$ cat src/psl_defines.svh
// constants for the serial load and lock block
`ifndef PSL_DEFINES_SVH
`define PSL_DEFINES_SVH
`define PSL_PRI_W          20
`define PSL_ENH_W          8
`define PSL_ADDR_CTRL      12'h000
`define PSL_ADDR_STATUS    12'h004
`define PSL_ADDR_IRQ_STAT  12'h008
`define PSL_ADDR_IRQ_EN    12'h00C
`define PSL_ADDR_IRQ_CLR   12'h010
`define PSL_ADDR_PRI       12'h014
`define PSL_ADDR_SEC       12'h018
`define PSL_ADDR_ENH       12'h01C
`define PSL_ADDR_ACTIVE    12'h020
`define PSL_CTRL_ENH_N     0
`define PSL_CTRL_WSEL      1
`define PSL_CTRL_EWR       2
`define PSL_CTRL_RST_VAL   3'h1
`define PSL_IRQ_LOAD       0
`define PSL_IRQ_LOCK_CHG   1
`define PSL_IRQ_W          2
`define PSL_LOCK_FILT      8
`endif

$ cat src/psl_pkg.sv
// types for the serial load and lock block
package psl_pkg;
    typedef logic [31:0] psl_word_t;
endpackage : psl_pkg

$ cat src/psl_sync3.sv
// three-stage input synchroniser with agreement qualifier
`timescale 1ns/10ps
`default_nettype none
module psl_sync3
    import psl_pkg::*;
#(
    parameter int W = 1
)
(
    // clock and reset
    input  wire logic         clk_i,
    input  wire logic         rst_i,
    // raw and qualified levels
    input  wire logic [W-1:0] d_i,
    output logic      [W-1:0] q_o
);
    logic [W-1:0] s1_reg;
    logic [W-1:0] s2_reg;
    logic [W-1:0] s3_reg;
    logic [W-1:0] q_reg;
    logic [W-1:0] q_next;

    initial
    begin
        if (W < 1)
        begin
            $error("psl_sync3: width must be at least one");
        end
    end

    // a change counts only once stages two and three agree
    always_comb
    begin
        q_next = q_reg;
        for (int i = 0; i < W; i++)
        begin
            if (s2_reg[i] == s3_reg[i])
            begin
                q_next[i] = s3_reg[i];
            end
        end
    end

    always_ff @(posedge clk_i)
    begin
        if (rst_i)
        begin
            s1_reg <= '0;
            s2_reg <= '0;
            s3_reg <= '0;
            q_reg  <= '0;
        end
        else
        begin
            s1_reg <= d_i;
            s2_reg <= s1_reg;
            s3_reg <= s2_reg;
            q_reg  <= q_next;
        end
    end

    assign q_o = q_reg;
endmodule : psl_sync3
`default_nettype wire

$ cat src/psl_top.sv
// serial load port, word selection, phase detector and lock indication
//
// The register offsets and register access over APB were decided locally.
`timescale 1ns/10ps
`default_nettype none
`include "psl_defines.svh"
//
// Function
// - strobe rising edge copies primary to secondary
// - serial data shifted most significant first
// - select low shifts into 20-bit primary
// - select high shifts into 8-bit enhancement
// - source select picks primary or secondary
// - enhancement bits act only when mode low
// - auxiliary data output only in enhancement
// - filter node is NAND of pulses
// - lock output inverse of filtered node
// - down pulse when divided edge leads
// - up pulse when reference edge leads
module psl_top
    import psl_pkg::*;
#(
    parameter int PRI_W    = `PSL_PRI_W,
    parameter int ENH_W    = `PSL_ENH_W,
    parameter int FILT_N   = `PSL_LOCK_FILT,
    parameter int FIELD_LO = 0,
    parameter int FIELD_W  = 8
)
(
    // clock and reset
    input  wire logic             CORE_CLK_I,
    input  wire logic             RST_I,
    // serial load port
    input  wire logic             SER_CLK_I,
    input  wire logic             SER_DATA_I,
    input  wire logic             SER_LOAD_I,
    // comparison edges
    input  wire logic             REF_CMP_I,
    input  wire logic             DIV_CMP_I,
    // apb slave
    input  wire logic             PSEL_I,
    input  wire logic             PENABLE_I,
    input  wire logic             PWRITE_I,
    input  wire logic [11:0]      PADDR_I,
    input  wire logic [31:0]      PWDATA_I,
    output logic      [31:0]      PRDATA_O,
    output logic                  PREADY_O,
    output logic                  PSLVERR_O,
    // pll outputs
    output logic                  PHASE_DOWN_PULSE_N_O,
    output logic                  PHASE_UP_PULSE_N_O,
    output logic                  FILTER_NODE_O,
    output logic                  LOCK_INDICATOR_O,
    output logic                  LOCK_INDICATOR_OE_O,
    output logic                  AUX_DATA_O,
    output logic [PRI_W-1:0]      COUNTER_WORD_O,
    output logic [ENH_W-1:0]      ENH_WORD_O,
    output logic [FIELD_W-1:0]    COUNTER_FIELD_O,
    output logic                  IRQ_O
);
    initial
    begin
        if (PRI_W < 2 || PRI_W > 32 || ENH_W < 1 || ENH_W > 32 ||
            FILT_N < 2 || FILT_N > 255 || FIELD_W < 1 ||
            FIELD_LO + FIELD_W > PRI_W)
        begin
            $error("psl_top: unsupported parameter values");
        end
    end

    // synchronised pins
    logic s_clk;
    logic s_dat;
    logic s_ld;
    logic s_ref;
    logic s_div;
    psl_sync3 #(.W(5)) u_sync
    (
        .clk_i (CORE_CLK_I),
        .rst_i (RST_I),
        .d_i   ({SER_CLK_I, SER_DATA_I, SER_LOAD_I, REF_CMP_I, DIV_CMP_I}),
        .q_o   ({s_clk, s_dat, s_ld, s_ref, s_div})
    );

    // register state
    logic [2:0]          ctrl_reg,  ctrl_next;
    logic [PRI_W-1:0]    pri_reg,   pri_next;
    logic [PRI_W-1:0]    sec_reg,   sec_next;
    logic [ENH_W-1:0]    enh_reg,   enh_next;
    logic                sclk_d_reg;
    logic                sld_d_reg;
    logic                ref_d_reg, div_d_reg;
    logic                up_reg,    up_next;
    logic                dn_reg,    dn_next;
    logic [7:0]          filt_reg,  filt_next;
    logic                lock_reg,  lock_next;
    logic [`PSL_IRQ_W-1:0] ist_reg, ist_next;
    logic [`PSL_IRQ_W-1:0] ien_reg, ien_next;
    logic [31:0]         rd_reg,    rd_next;
    logic                rdy_reg,   rdy_next;
    logic                err_reg,   err_next;
    logic [PRI_W-1:0]    cw_reg,    cw_next;
    logic [ENH_W-1:0]    ew_reg,    ew_next;
    logic                aux_reg,   aux_next;
    logic                fnode_reg, fnode_next;

    logic enh_n, wsel, ewr;
    logic sclk_rise, sld_rise, ref_rise, div_rise;
    logic apb_acc, apb_wr;
    logic [`PSL_IRQ_W-1:0] ev;

    assign enh_n     = ctrl_reg[`PSL_CTRL_ENH_N];
    assign wsel      = ctrl_reg[`PSL_CTRL_WSEL];
    assign ewr       = ctrl_reg[`PSL_CTRL_EWR];
    assign sclk_rise = s_clk & ~sclk_d_reg;
    assign sld_rise  = s_ld & ~sld_d_reg;
    assign ref_rise  = s_ref & ~ref_d_reg;
    assign div_rise  = s_div & ~div_d_reg;
    assign apb_acc   = PSEL_I & PENABLE_I & ~rdy_reg;
    assign apb_wr    = apb_acc & PWRITE_I;

    function automatic logic [31:0] zext_pri(input logic [PRI_W-1:0] v);
        zext_pri = 32'(v);
    endfunction : zext_pri

    // serial shift and transfer
    always_comb
    begin
        pri_next = pri_reg;
        sec_next = sec_reg;
        enh_next = enh_reg;
        // shifting is suppressed while strobe is high; host keeps it low
        if (sclk_rise && !s_ld)
        begin
            if (ewr)
            begin
                enh_next = {enh_reg[ENH_W-2:0], s_dat};
            end
            else
            begin
                pri_next = {pri_reg[PRI_W-2:0], s_dat};
            end
        end
        if (sld_rise)
        begin
            sec_next = pri_reg;
        end
    end

    // phase detector, filter and lock
    always_comb
    begin
        up_next = up_reg;
        dn_next = dn_reg;
        if (ref_rise && div_rise)
        begin
            // coincident edges: neither side leads
            up_next = 1'b1;
            dn_next = 1'b1;
        end
        else if (ref_rise)
        begin
            // reference edge ends a pending down pulse, else leads
            if (!dn_reg)
            begin
                dn_next = 1'b1;
            end
            else
            begin
                up_next = 1'b0;
            end
        end
        else if (div_rise)
        begin
            // divided edge ends a pending up pulse, else leads
            if (!up_reg)
            begin
                up_next = 1'b1;
            end
            else
            begin
                dn_next = 1'b0;
            end
        end
        fnode_next = ~(~up_reg & ~dn_reg) ? 1'b1 : 1'b0;
        fnode_next = ~((~up_reg) & (~dn_reg)) & 1'b1;
        fnode_next = ~(up_reg & dn_reg) ? 1'b0 : 1'b0;
        // active-low pulses: NAND of the two pins
        fnode_next = ~((~up_reg) & (~dn_reg)) ^ 1'b1 ^ 1'b1;
        fnode_next = ~(( ~up_reg ? 1'b0 : 1'b1) & (~dn_reg ? 1'b0 : 1'b1));
        fnode_next = ~((~up_reg) & (~dn_reg)) == 1'b0 ? 1'b1 : 1'b0;
        fnode_next = ~((up_reg ? 1'b0 : 1'b1) & (dn_reg ? 1'b0 : 1'b1)) ?
                     1'b0 : 1'b1;
        fnode_next = ~((~up_reg) & (~dn_reg));
        fnode_next = ~(~up_reg & ~dn_reg) & ~(up_reg & dn_reg);
        fnode_next = ~((~up_reg) & (~dn_reg));
        fnode_next = ~( (~up_reg) & (~dn_reg) );
        fnode_next = ~((~up_reg) & (~dn_reg)) & 1'b1;
        fnode_next = (up_reg | dn_reg);
        fnode_next = ~(up_reg & dn_reg);
        // rc filter modelled as saturating integrator
        filt_next = filt_reg;
        if (fnode_reg && filt_reg != 8'(FILT_N))
        begin
            filt_next = filt_reg + 8'h01;
        end
        else if (!fnode_reg && filt_reg != 8'h00)
        begin
            filt_next = filt_reg - 8'h01;
        end
        lock_next = lock_reg;
        if (filt_reg == 8'h00)
        begin
            lock_next = 1'b1;
        end
        else if (filt_reg == 8'(FILT_N))
        begin
            lock_next = 1'b0;
        end
    end

    // counter word selection and enhancement gating
    always_comb
    begin
        cw_next  = ctrl_reg[`PSL_CTRL_WSEL] ? pri_reg : sec_reg;
        ew_next  = enh_n ? '0 : enh_reg;
        aux_next = enh_n ? 1'b0 : (wsel ? pri_reg[PRI_W-1]
                                        : sec_reg[PRI_W-1]);
    end

    // apb slave and interrupts
    always_comb
    begin
        ctrl_next = ctrl_reg;
        ien_next  = ien_reg;
        rd_next   = rd_reg;
        rdy_next  = apb_acc;
        err_next  = 1'b0;
        ev        = '0;
        ev[`PSL_IRQ_LOAD]     = sld_rise;
        ev[`PSL_IRQ_LOCK_CHG] = lock_next ^ lock_reg;
        ist_next  = ist_reg;
        if (apb_acc)
        begin
            rd_next = 32'h0000_0000;
            unique case (PADDR_I)
                `PSL_ADDR_CTRL:
                begin
                    rd_next = 32'(ctrl_reg);
                    if (PWRITE_I)
                    begin
                        ctrl_next = PWDATA_I[2:0];
                    end
                end
                `PSL_ADDR_STATUS:   rd_next = {30'h0, ~lock_reg, lock_reg};
                `PSL_ADDR_IRQ_STAT: rd_next = 32'(ist_reg);
                `PSL_ADDR_IRQ_EN:
                begin
                    rd_next = 32'(ien_reg);
                    if (PWRITE_I)
                    begin
                        ien_next = PWDATA_I[`PSL_IRQ_W-1:0];
                    end
                end
                `PSL_ADDR_IRQ_CLR:
                begin
                    if (apb_wr)
                    begin
                        ist_next = ist_reg & ~PWDATA_I[`PSL_IRQ_W-1:0];
                    end
                end
                `PSL_ADDR_PRI:    rd_next = zext_pri(pri_reg);
                `PSL_ADDR_SEC:    rd_next = zext_pri(sec_reg);
                `PSL_ADDR_ENH:    rd_next = 32'(enh_reg);
                `PSL_ADDR_ACTIVE: rd_next = zext_pri(cw_reg);
                default:          err_next = 1'b1;
            endcase
        end
        // set wins over clear
        ist_next = ist_next | ev;
    end

    always_ff @(posedge CORE_CLK_I)
    begin
        if (RST_I)
        begin
            ctrl_reg   <= `PSL_CTRL_RST_VAL;
            pri_reg    <= '0;
            sec_reg    <= '0;
            enh_reg    <= '0;
            sclk_d_reg <= 1'b0;
            sld_d_reg  <= 1'b0;
            ref_d_reg  <= 1'b0;
            div_d_reg  <= 1'b0;
            up_reg     <= 1'b1;
            dn_reg     <= 1'b1;
            fnode_reg  <= 1'b0;
            filt_reg   <= 8'h00;
            lock_reg   <= 1'b1;
            ist_reg    <= '0;
            ien_reg    <= '0;
            rd_reg     <= 32'h0000_0000;
            rdy_reg    <= 1'b0;
            err_reg    <= 1'b0;
            cw_reg     <= '0;
            ew_reg     <= '0;
            aux_reg    <= 1'b0;
        end
        else
        begin
            ctrl_reg   <= ctrl_next;
            pri_reg    <= pri_next;
            sec_reg    <= sec_next;
            enh_reg    <= enh_next;
            sclk_d_reg <= s_clk;
            sld_d_reg  <= s_ld;
            ref_d_reg  <= s_ref;
            div_d_reg  <= s_div;
            up_reg     <= up_next;
            dn_reg     <= dn_next;
            fnode_reg  <= fnode_next;
            filt_reg   <= filt_next;
            lock_reg   <= lock_next;
            ist_reg    <= ist_next;
            ien_reg    <= ien_next;
            rd_reg     <= rd_next;
            rdy_reg    <= rdy_next;
            err_reg    <= err_next;
            cw_reg     <= cw_next;
            ew_reg     <= ew_next;
            aux_reg    <= aux_next;
        end
    end

    logic irq_reg;
    logic ld_oe_reg;
    logic [FIELD_W-1:0] fld_reg;
    always_ff @(posedge CORE_CLK_I)
    begin
        if (RST_I)
        begin
            irq_reg   <= 1'b0;
            ld_oe_reg <= 1'b0;
            fld_reg   <= '0;
        end
        else
        begin
            irq_reg   <= |(ist_next & ien_next);
            ld_oe_reg <= ~lock_next;
            fld_reg   <= cw_next[FIELD_LO +: FIELD_W];
        end
    end

    assign PRDATA_O             = rd_reg;
    assign PREADY_O             = rdy_reg;
    assign PSLVERR_O            = err_reg;
    assign PHASE_DOWN_PULSE_N_O = dn_reg;
    assign PHASE_UP_PULSE_N_O   = up_reg;
    assign FILTER_NODE_O        = fnode_reg;
    assign LOCK_INDICATOR_O     = 1'b0;
    assign LOCK_INDICATOR_OE_O  = ld_oe_reg;
    assign AUX_DATA_O           = aux_reg;
    assign COUNTER_WORD_O       = cw_reg;
    assign ENH_WORD_O           = ew_reg;
    assign COUNTER_FIELD_O      = fld_reg;
    assign IRQ_O                = irq_reg;

    AST_SEC_LOAD: assert property (@(posedge CORE_CLK_I) disable iff (RST_I)
        sld_rise |=> sec_reg == $past(pri_reg))
        else $error("secondary not loaded on strobe");
    AST_PRI_SHIFT: assert property (@(posedge CORE_CLK_I) disable iff (RST_I)
        (sclk_rise && !ewr && !s_ld) |=>
        pri_reg[0] == $past(s_dat) &&
        pri_reg[PRI_W-1:1] == $past(pri_reg[PRI_W-2:0]))
        else $error("primary shift wrong");
    AST_ENH_HOLD: assert property (@(posedge CORE_CLK_I) disable iff (RST_I)
        (sclk_rise && ewr && !sld_rise) |=> $stable(pri_reg))
        else $error("primary changed in enhancement write");
    AST_WORD_SEL: assert property (@(posedge CORE_CLK_I) disable iff (RST_I)
        ##1 cw_reg == ($past(wsel) ? $past(pri_reg) : $past(sec_reg)))
        else $error("wrong counter word source");
    AST_ENH_GATE: assert property (@(posedge CORE_CLK_I) disable iff (RST_I)
        $past(enh_n) |-> ew_reg == '0 && !aux_reg)
        else $error("enhancement bits leak");
    AST_FNODE: assert property (@(posedge CORE_CLK_I) disable iff (RST_I)
        ##1 fnode_reg == ~($past(up_reg) & $past(dn_reg)))
        else $error("filter node not nand");
    AST_LOCK_OE: assert property (@(posedge CORE_CLK_I) disable iff (RST_I)
        LOCK_INDICATOR_OE_O == !lock_reg)
        else $error("lock indicator not inverse");
    AST_APB_ONE: assert property (@(posedge CORE_CLK_I) disable iff (RST_I)
        rdy_reg |=> !rdy_reg)
        else $error("pready held too long");
endmodule : psl_top
`default_nettype wire

$ cat config.mk
export PLATFORM = sky130hd
export DESIGN_NAME = psl_top
export DESIGN_NICKNAME = d
export VERILOG_FILES = /design/src/psl_pkg.sv /design/src/psl_sync3.sv /design/src/psl_top.sv
export VERILOG_INCLUDE_DIRS = /design/src
export SDC_FILE = /design/constraint.sdc
export NUM_CORES = 1
export LEC_CHECK = 0
export BUFFER_PORTS_ARGS = -buffer_cell sky130_fd_sc_hd__buf_2
export CORE_UTILIZATION = 54
export CTS_CLUSTER_DIAMETER = 30
export DETAILED_ROUTE_END_ITERATION = 10
export PLACE_DENSITY = 0.78
export SLEW_MARGIN = 20
export SYNTH_ARGS = -nofsm -noshare
export SYNTH_HDL_FRONTEND = slang
export SYNTH_HIERARCHICAL = 1
export SYNTH_SLANG_ARGS = --single-unit
$ cat constraint.sdc
create_clock -name CORE_CLK_I -period 3.2 [get_ports CORE_CLK_I]
set_input_delay 0.64 -clock CORE_CLK_I [delete_from_list [all_inputs] [get_ports CORE_CLK_I]]
set_output_delay 0.64 -clock CORE_CLK_I [all_outputs]
set_load 0.01 [all_outputs]
# Yosys cells after proc, flatten, opt, wreduce, memory -nomap -nowiden
# Index checks and enable logic that the tools add are counted.
totals:
  inputBits: 54
  out_inout_bits: 77
  regBits: 164
  wordCells: 112
classes:
  bitwise_logic: 23
  eq_ne: 16
  mux: 17
  addsub: 2
  n_reduce_logical: 22
ops:
  columns: ["cell", "count"]
  rows:
  - ["20-bit one-hot mux with 8 select lines", 1]
  - ["12-bit by 5-bit equality test with 1-bit output, second input constant", 4]
  - ["12-bit by 4-bit equality test with 1-bit output, second input constant", 2]
  - ["20-bit 2-to-1 mux", 1]
  - ["8-bit 2-to-1 mux", 2]
  - ["12-bit by 3-bit equality test with 1-bit output, second input constant", 1]
  - ["12-bit by 6-bit equality test with 1-bit output, second input constant", 1]
  - ["12-bit logical NOT", 1]
  - ["2-bit 2-to-1 mux", 6]
  - ["1-bit NOT", 10]
  - ["9-bit OR reduction", 1]
  - ["8-bit by 1-bit adder with 8-bit output, second input constant", 1]
  - ["1-bit bitwise AND", 8]
  - ["8-bit by 4-bit equality test with 1-bit output, second input constant", 1]
  - ["8-bit logical NOT", 1]
  - ["8-bit by 4-bit != test with 1-bit output, second input constant", 1]
  - ["2-bit AND reduction", 4]
  - ["8-bit nonzero test", 1]
  - ["2-bit OR reduction", 4]
  - ["8-bit by 1-bit subtractor with 8-bit output, second input constant", 1]
  - ["1-bit 2-to-1 mux", 7]
  - ["1-bit equality test", 5]
  - ["2-bit bitwise AND", 2]
  - ["1-bit logical AND", 4]
  - ["other kinds (8)", 10]

# Logic depth before layout (Yosys ltp)
depth:
  depth_word: 9
  depth_mapped: 9
  ltp_nobuf: 9

# Hierarchy
# The synthesis kept the hierarchy.
modules_own_cells:
  columns: ["module", "cells_per_inst", "seq_area_each_um2", "instances", "area_per_inst_um2"]
  rows:
  - ["psl_top", 594, 2482.4, 1, 5215.0]
  - ["psl_sync3", 52, 400.4, 1, 641.9]

# Worst setup path after synthesis
# OpenSTA, ideal clock, no wires.
synth_path:
  path_kind: "register to register"
  start: "reg filt_reg[4]"
  end: "reg filt_reg[7]"
  slack_ps: 660
  setup_time_ps: 121
  t_arrival_ps: 2419
  path_stages_with_launch: 10
  t_required_ps: 3079
  path_cell_list: "dfxtp_1 -> nor4_1 -> nand3_1 -> nand2_1 -> ha_1 -> a21o_1 -> a311oi_1 -> a31oi_1 -> a311oi_1 -> mux2_2"
synth_between:
  elab_chain_cells: 3
  elab_cells_between_ends: 9
  cone_classes: "2 x add/sub; 1 x eq/ne; 2 x mux; 4 x reduce/logical"
synth_lines:
  columns: ["item", "line", "source"]
  rows:
  - ["start: declaration", "psl_top.sv:95", "logic [7:0] filt_reg, filt_next;"]
  - ["start signal: assignment", "psl_top.sv:322", "filt_reg <= filt_next;"]
  - ["8-bit by 1-bit subtractor with 8-bit output (tied with other cells)", "psl_top.sv:209", "filt_next = filt_reg - 8'h01;"]
  - ["8-bit 2-to-1 mux (tied with other cells)", "psl_top.sv:207", "else if (!fnode_reg && filt_reg != 8'h00)"]
  - ["8-bit 2-to-1 mux or 2-bit nonzero test (tied branches)", null, null]
# Several ways; a longest one is shown, not always the timed one. The select of a mux whose other input is x is not followed.
# A chain may end at the register's enable or synchronous reset.

# Final worst setup path
# Same ends and word-level chain as after synthesis.

==> metrics.md <==
| Metric | Value |
|---|---|
| Status | `finished, final reports clean` |
| Routed len/inst | `about 15 um` |
| WP data required | `3.61 ns` |
| Main combinational cell family by area after synthesis | `simple AND/OR/NAND/NOR gates` |
| Remaining global-route overflow | `0` |
| Post-synth cell types | `between 50 and 60` |
| Share of layout cells above drive strength 1 | `~22%` |
| Post-Synth Adder-Cell Area | `1.62%` |
| Most Crowded Layer GR | `met2` |
| Via density per instance | `approximately 5.6` |
| Top cell type's share of synthesized area | `between 40% and 50%` |
| Hold Path End | `u_sync/s1_reg[0]` |
| Peak supply drop | `0.000317 V` |
| WS Path Type | `flip-flop to flip-flop` |
| Number of setup violations in the final report | `0` |
| Logic gate share of total power | `around 12%` |
| CP Launch Type | `flip-flop` |
| Crit path max fanout | `7` |
| Post-synthesis sequential area ratio | `49.2%` |
| Worst-Margin Slew | `roughly 0.94 ns` |
| Clock Latency Late Sink | `about 0.52 ns` |
| Initial antenna violation count | `0` |
| Synth Area in Compound Gates | `between 10% and 20%` |
| GR Util met2 | `40.6%` |
| Initial Utilization | `56.2%` |
| Worst reg2reg endpoint | `filt_reg[7]` |
| Dominant cells by area after synthesis | `dfxtp_1 (49%), mux2i_1 (7.3%), nand2_1 (6.9%)` |
| GP Congestion | `between 0.8 and 0.9` |
| Area Growth Syn to Fin | `17.9%` |
| HP Start | `DIV_CMP_I` |
| Largest net degree at the start of global routing | `67` |
| Via Count | `approximately 4800` |
| Pre-CTS setup slack | `~0.23 ns` |
| IO buf count | `slightly below 90` |
| Yosys reg bits | `~140` |
| Simple-gate share of the synthesized area | `about a fifth` |
| Die X | `106 um` |
| First-pass GRT wire length | `roughly 22000 um` |
| Min-Delay Path Class | `primary input to flip-flop` |
| CTS Buf Count | `17` |
| DRC viols | `0` |
| Clk pin slew, worst setup/hold paths | `roughly 0.06 ns` |
| Seq. cell area | `0.00288 mm^2` |
| Post-synth EDFFs | `0` |
| Die ar. | `about 0.011 mm^2` |
| Fmax | `between 300 and 400 MHz` |
| Post-CTS Repair Setup Buffers | `0` |
| P_leak | `around 2.7 nW` |
| Ys async rst share | `0%` |
| Clock power frac | `45.5%` |
| Ant diodes | `0` |
| DPL Wire Length | `a little under 9000 um` |
| CTS resizes | `0` |
| Std cell rows | `37` |
| R2R cell count | `9` |
| Hold path depth | `2` |
| RSZ-0062 raised after global routing | `no` |
| Clock Sinks | `between 100 and 150` |
| P_sw | `1.11 mW` |
| Post-Syn Area per Cell | `9.07 um^2` |
| Multiplexer share of the synthesized area | `under 10%` |
| M1 GR Usage | `29.2%` |
| Count leader, synth | `dfxtp_1` |
| 1st-iter DRT viols | `244` |
| Routed Antenna Nets | `0` |
| Area of the multi-input gates | `around 0.0027 mm^2` |
| Global Route Usage Sum | `between 20% and 30%` |
| Hold Buf Count CTS | `0` |
| Main synth FF type | `dfxtp_1` |
| DRT Wirelength | `13100 um` |
| Final TNS setup | `0 ns` |
| Final hold violations | `0` |
| Cell taking the most area after synthesis | `dfxtp_1` |
| Layout net count | `around 780` |
| Max clock buf depth | `2` |
| H-tree depth | `4` |
| FF-to-FF Start | `filt_reg[4]` |
| Commonest cells post-synth | `dfxtp_1 (144), nand2_1 (108), nor2_1 (73), a21oi_1 (48), mux2i_1 (43)` |
| Final cycle utilization of the critical path | `95.1%` |
| Total core area | `between 0.01 and 0.015 mm^2` |
| Slew Limit Fails | `0` |
| Cells after Synth | `about 650` |
| Pint | `~3.5 mW` |
| Fill cells | `~820` |
| Worst Path Arrival | `3.45 ns` |
| Syn Std Cell Area | `between 0.005 and 0.006 mm^2` |
| Crit. End Element | `flip-flop` |
| Worst Slack Setup Final | `0.157 ns` |
| Vias in the first global route | `roughly 4600` |
| Fin crit period | `about 3 ns` |
| CTS tree | `done` |
| Drt pass-1 iters | `6` |
| PD cells | `approximately 670 mW/mm^2` |
| Switch share | `about a quarter` |
| Die height | `~110 um` |
| Post-synthesis xor/xnor area fraction | `under 10%` |
| Clock Skews | `roughly 0.0041 ns` |
| Max_cap viols | `0` |
| Yosys warning total | `6` |
| Root buffer cell | `clkbuf_8` |
| Reg2Reg Setup Slack | `0.16 ns` |
| I/O pins | `131` |
| Met3 usage | `under 10%` |
| Sequential power share | `42.0%` |
| Slew headroom | `~37%` |
worst max-delay path by stage:
stage / from / endpoint / slack [ns] / cells after the start
finish: filt_reg[4] / filt_reg[7] / 0.16 / 9
global route: filt_reg[4] / filt_reg[7] / 0.001 / 9
CTS: filt_reg[4] / filt_reg[7] / 0.18 / 9
detailed placement: filt_reg[4] / filt_reg[7] / 0.23 / 9
global placement: filt_reg[4] / filt_reg[7] / 0.42 / 9
floorplan: filt_reg[4] / filt_reg[7] / 0.66 / 9
critical path, cell delays in order (launching register included):
cell      delay [ns]
dfxtp_1         0.32
nor4_1          0.62
nand3_1         0.23
nand2_1         0.31
ha_1            0.34
a21o_1          0.19
a311oi_1        0.25
a31oi_1         0.07
a311oi_1        0.23
mux2_2          0.36
logic make-up after synthesis:
family,after synthesis
simple gates,249
flops,144
compound gates,125
buf+inv,68
mux,44
xor+xnor,8
fa+ha+maj,7
other cells,1
power groups by stage:
stage	clock network [mW]	logic (mW)	registers, mW
6_report	2.10	0.573	1.94
5_1_grt	2.21	0.641	1.95
3_5_place_dp	0	0.568	1.97
4_1_cts	2.12	0.572	1.93
3_3_place_gp	0	0.533	1.97
2_1_floorplan	0	0.437	1.97
area by class of cell:
class	count	area share [%]
tap	136	2.46
clock buffer	20	6.45
clock inverter	11	2.70
inverter	8	0.435
timing repair buffer	98	7.50
multi-input combinational	446	38.7
sequential	144	41.7
placed cells by master (no fill, tap or decap), types with 6 or more instances in the layout:
cell       netlist  layout
conb_1           1      13
ha_1             6       6
nor3_1           9       8
nor2b_2         15      15
nand3_1          8       8
mux2i_1         43      43
buf_2            4      87
inv_1            8       8
nor2_1          73      73
buf_4           21      11
a221oi_1        17      17
o21ai_0          7       7
nor2b_1          8       8
a21oi_1         48      48
a211oi_1        18      18
dfxtp_1        144     144
clkbuf_16        0      16
nand2_1        108     108
and2_1           8       8
layer usage:
| metal | share of wire, % | wire length, um | vias to the layer above |
|---|---|---|---|
| met3 | 5.8 | 762 | 35 |
| met2 | 49 | 6510 | 159 |
| li1 | - | - | 2335 |
| met4 | 2.2 | 284 | 0 |
| met5 | 0 | 0 | - |
| met1 | 43 | 5590 | 2281 |
through the flow:
step           hold WS [ns]  area [um^2]  instances  power [mW]  util, %
2_1_floorplan         0.415         5900        658        2.41        -
3_3_place_gp          0.418         6280        832        2.50     60.3
3_5_place_dp          0.424         6280        832        2.54     60.3
4_1_cts               0.311         6910        863        4.63     66.3
5_1_grt               0.300         6910        863        4.80     66.3
6_report              0.323         6910        863        4.61     66.3
(Power assumes the default switching activity.)
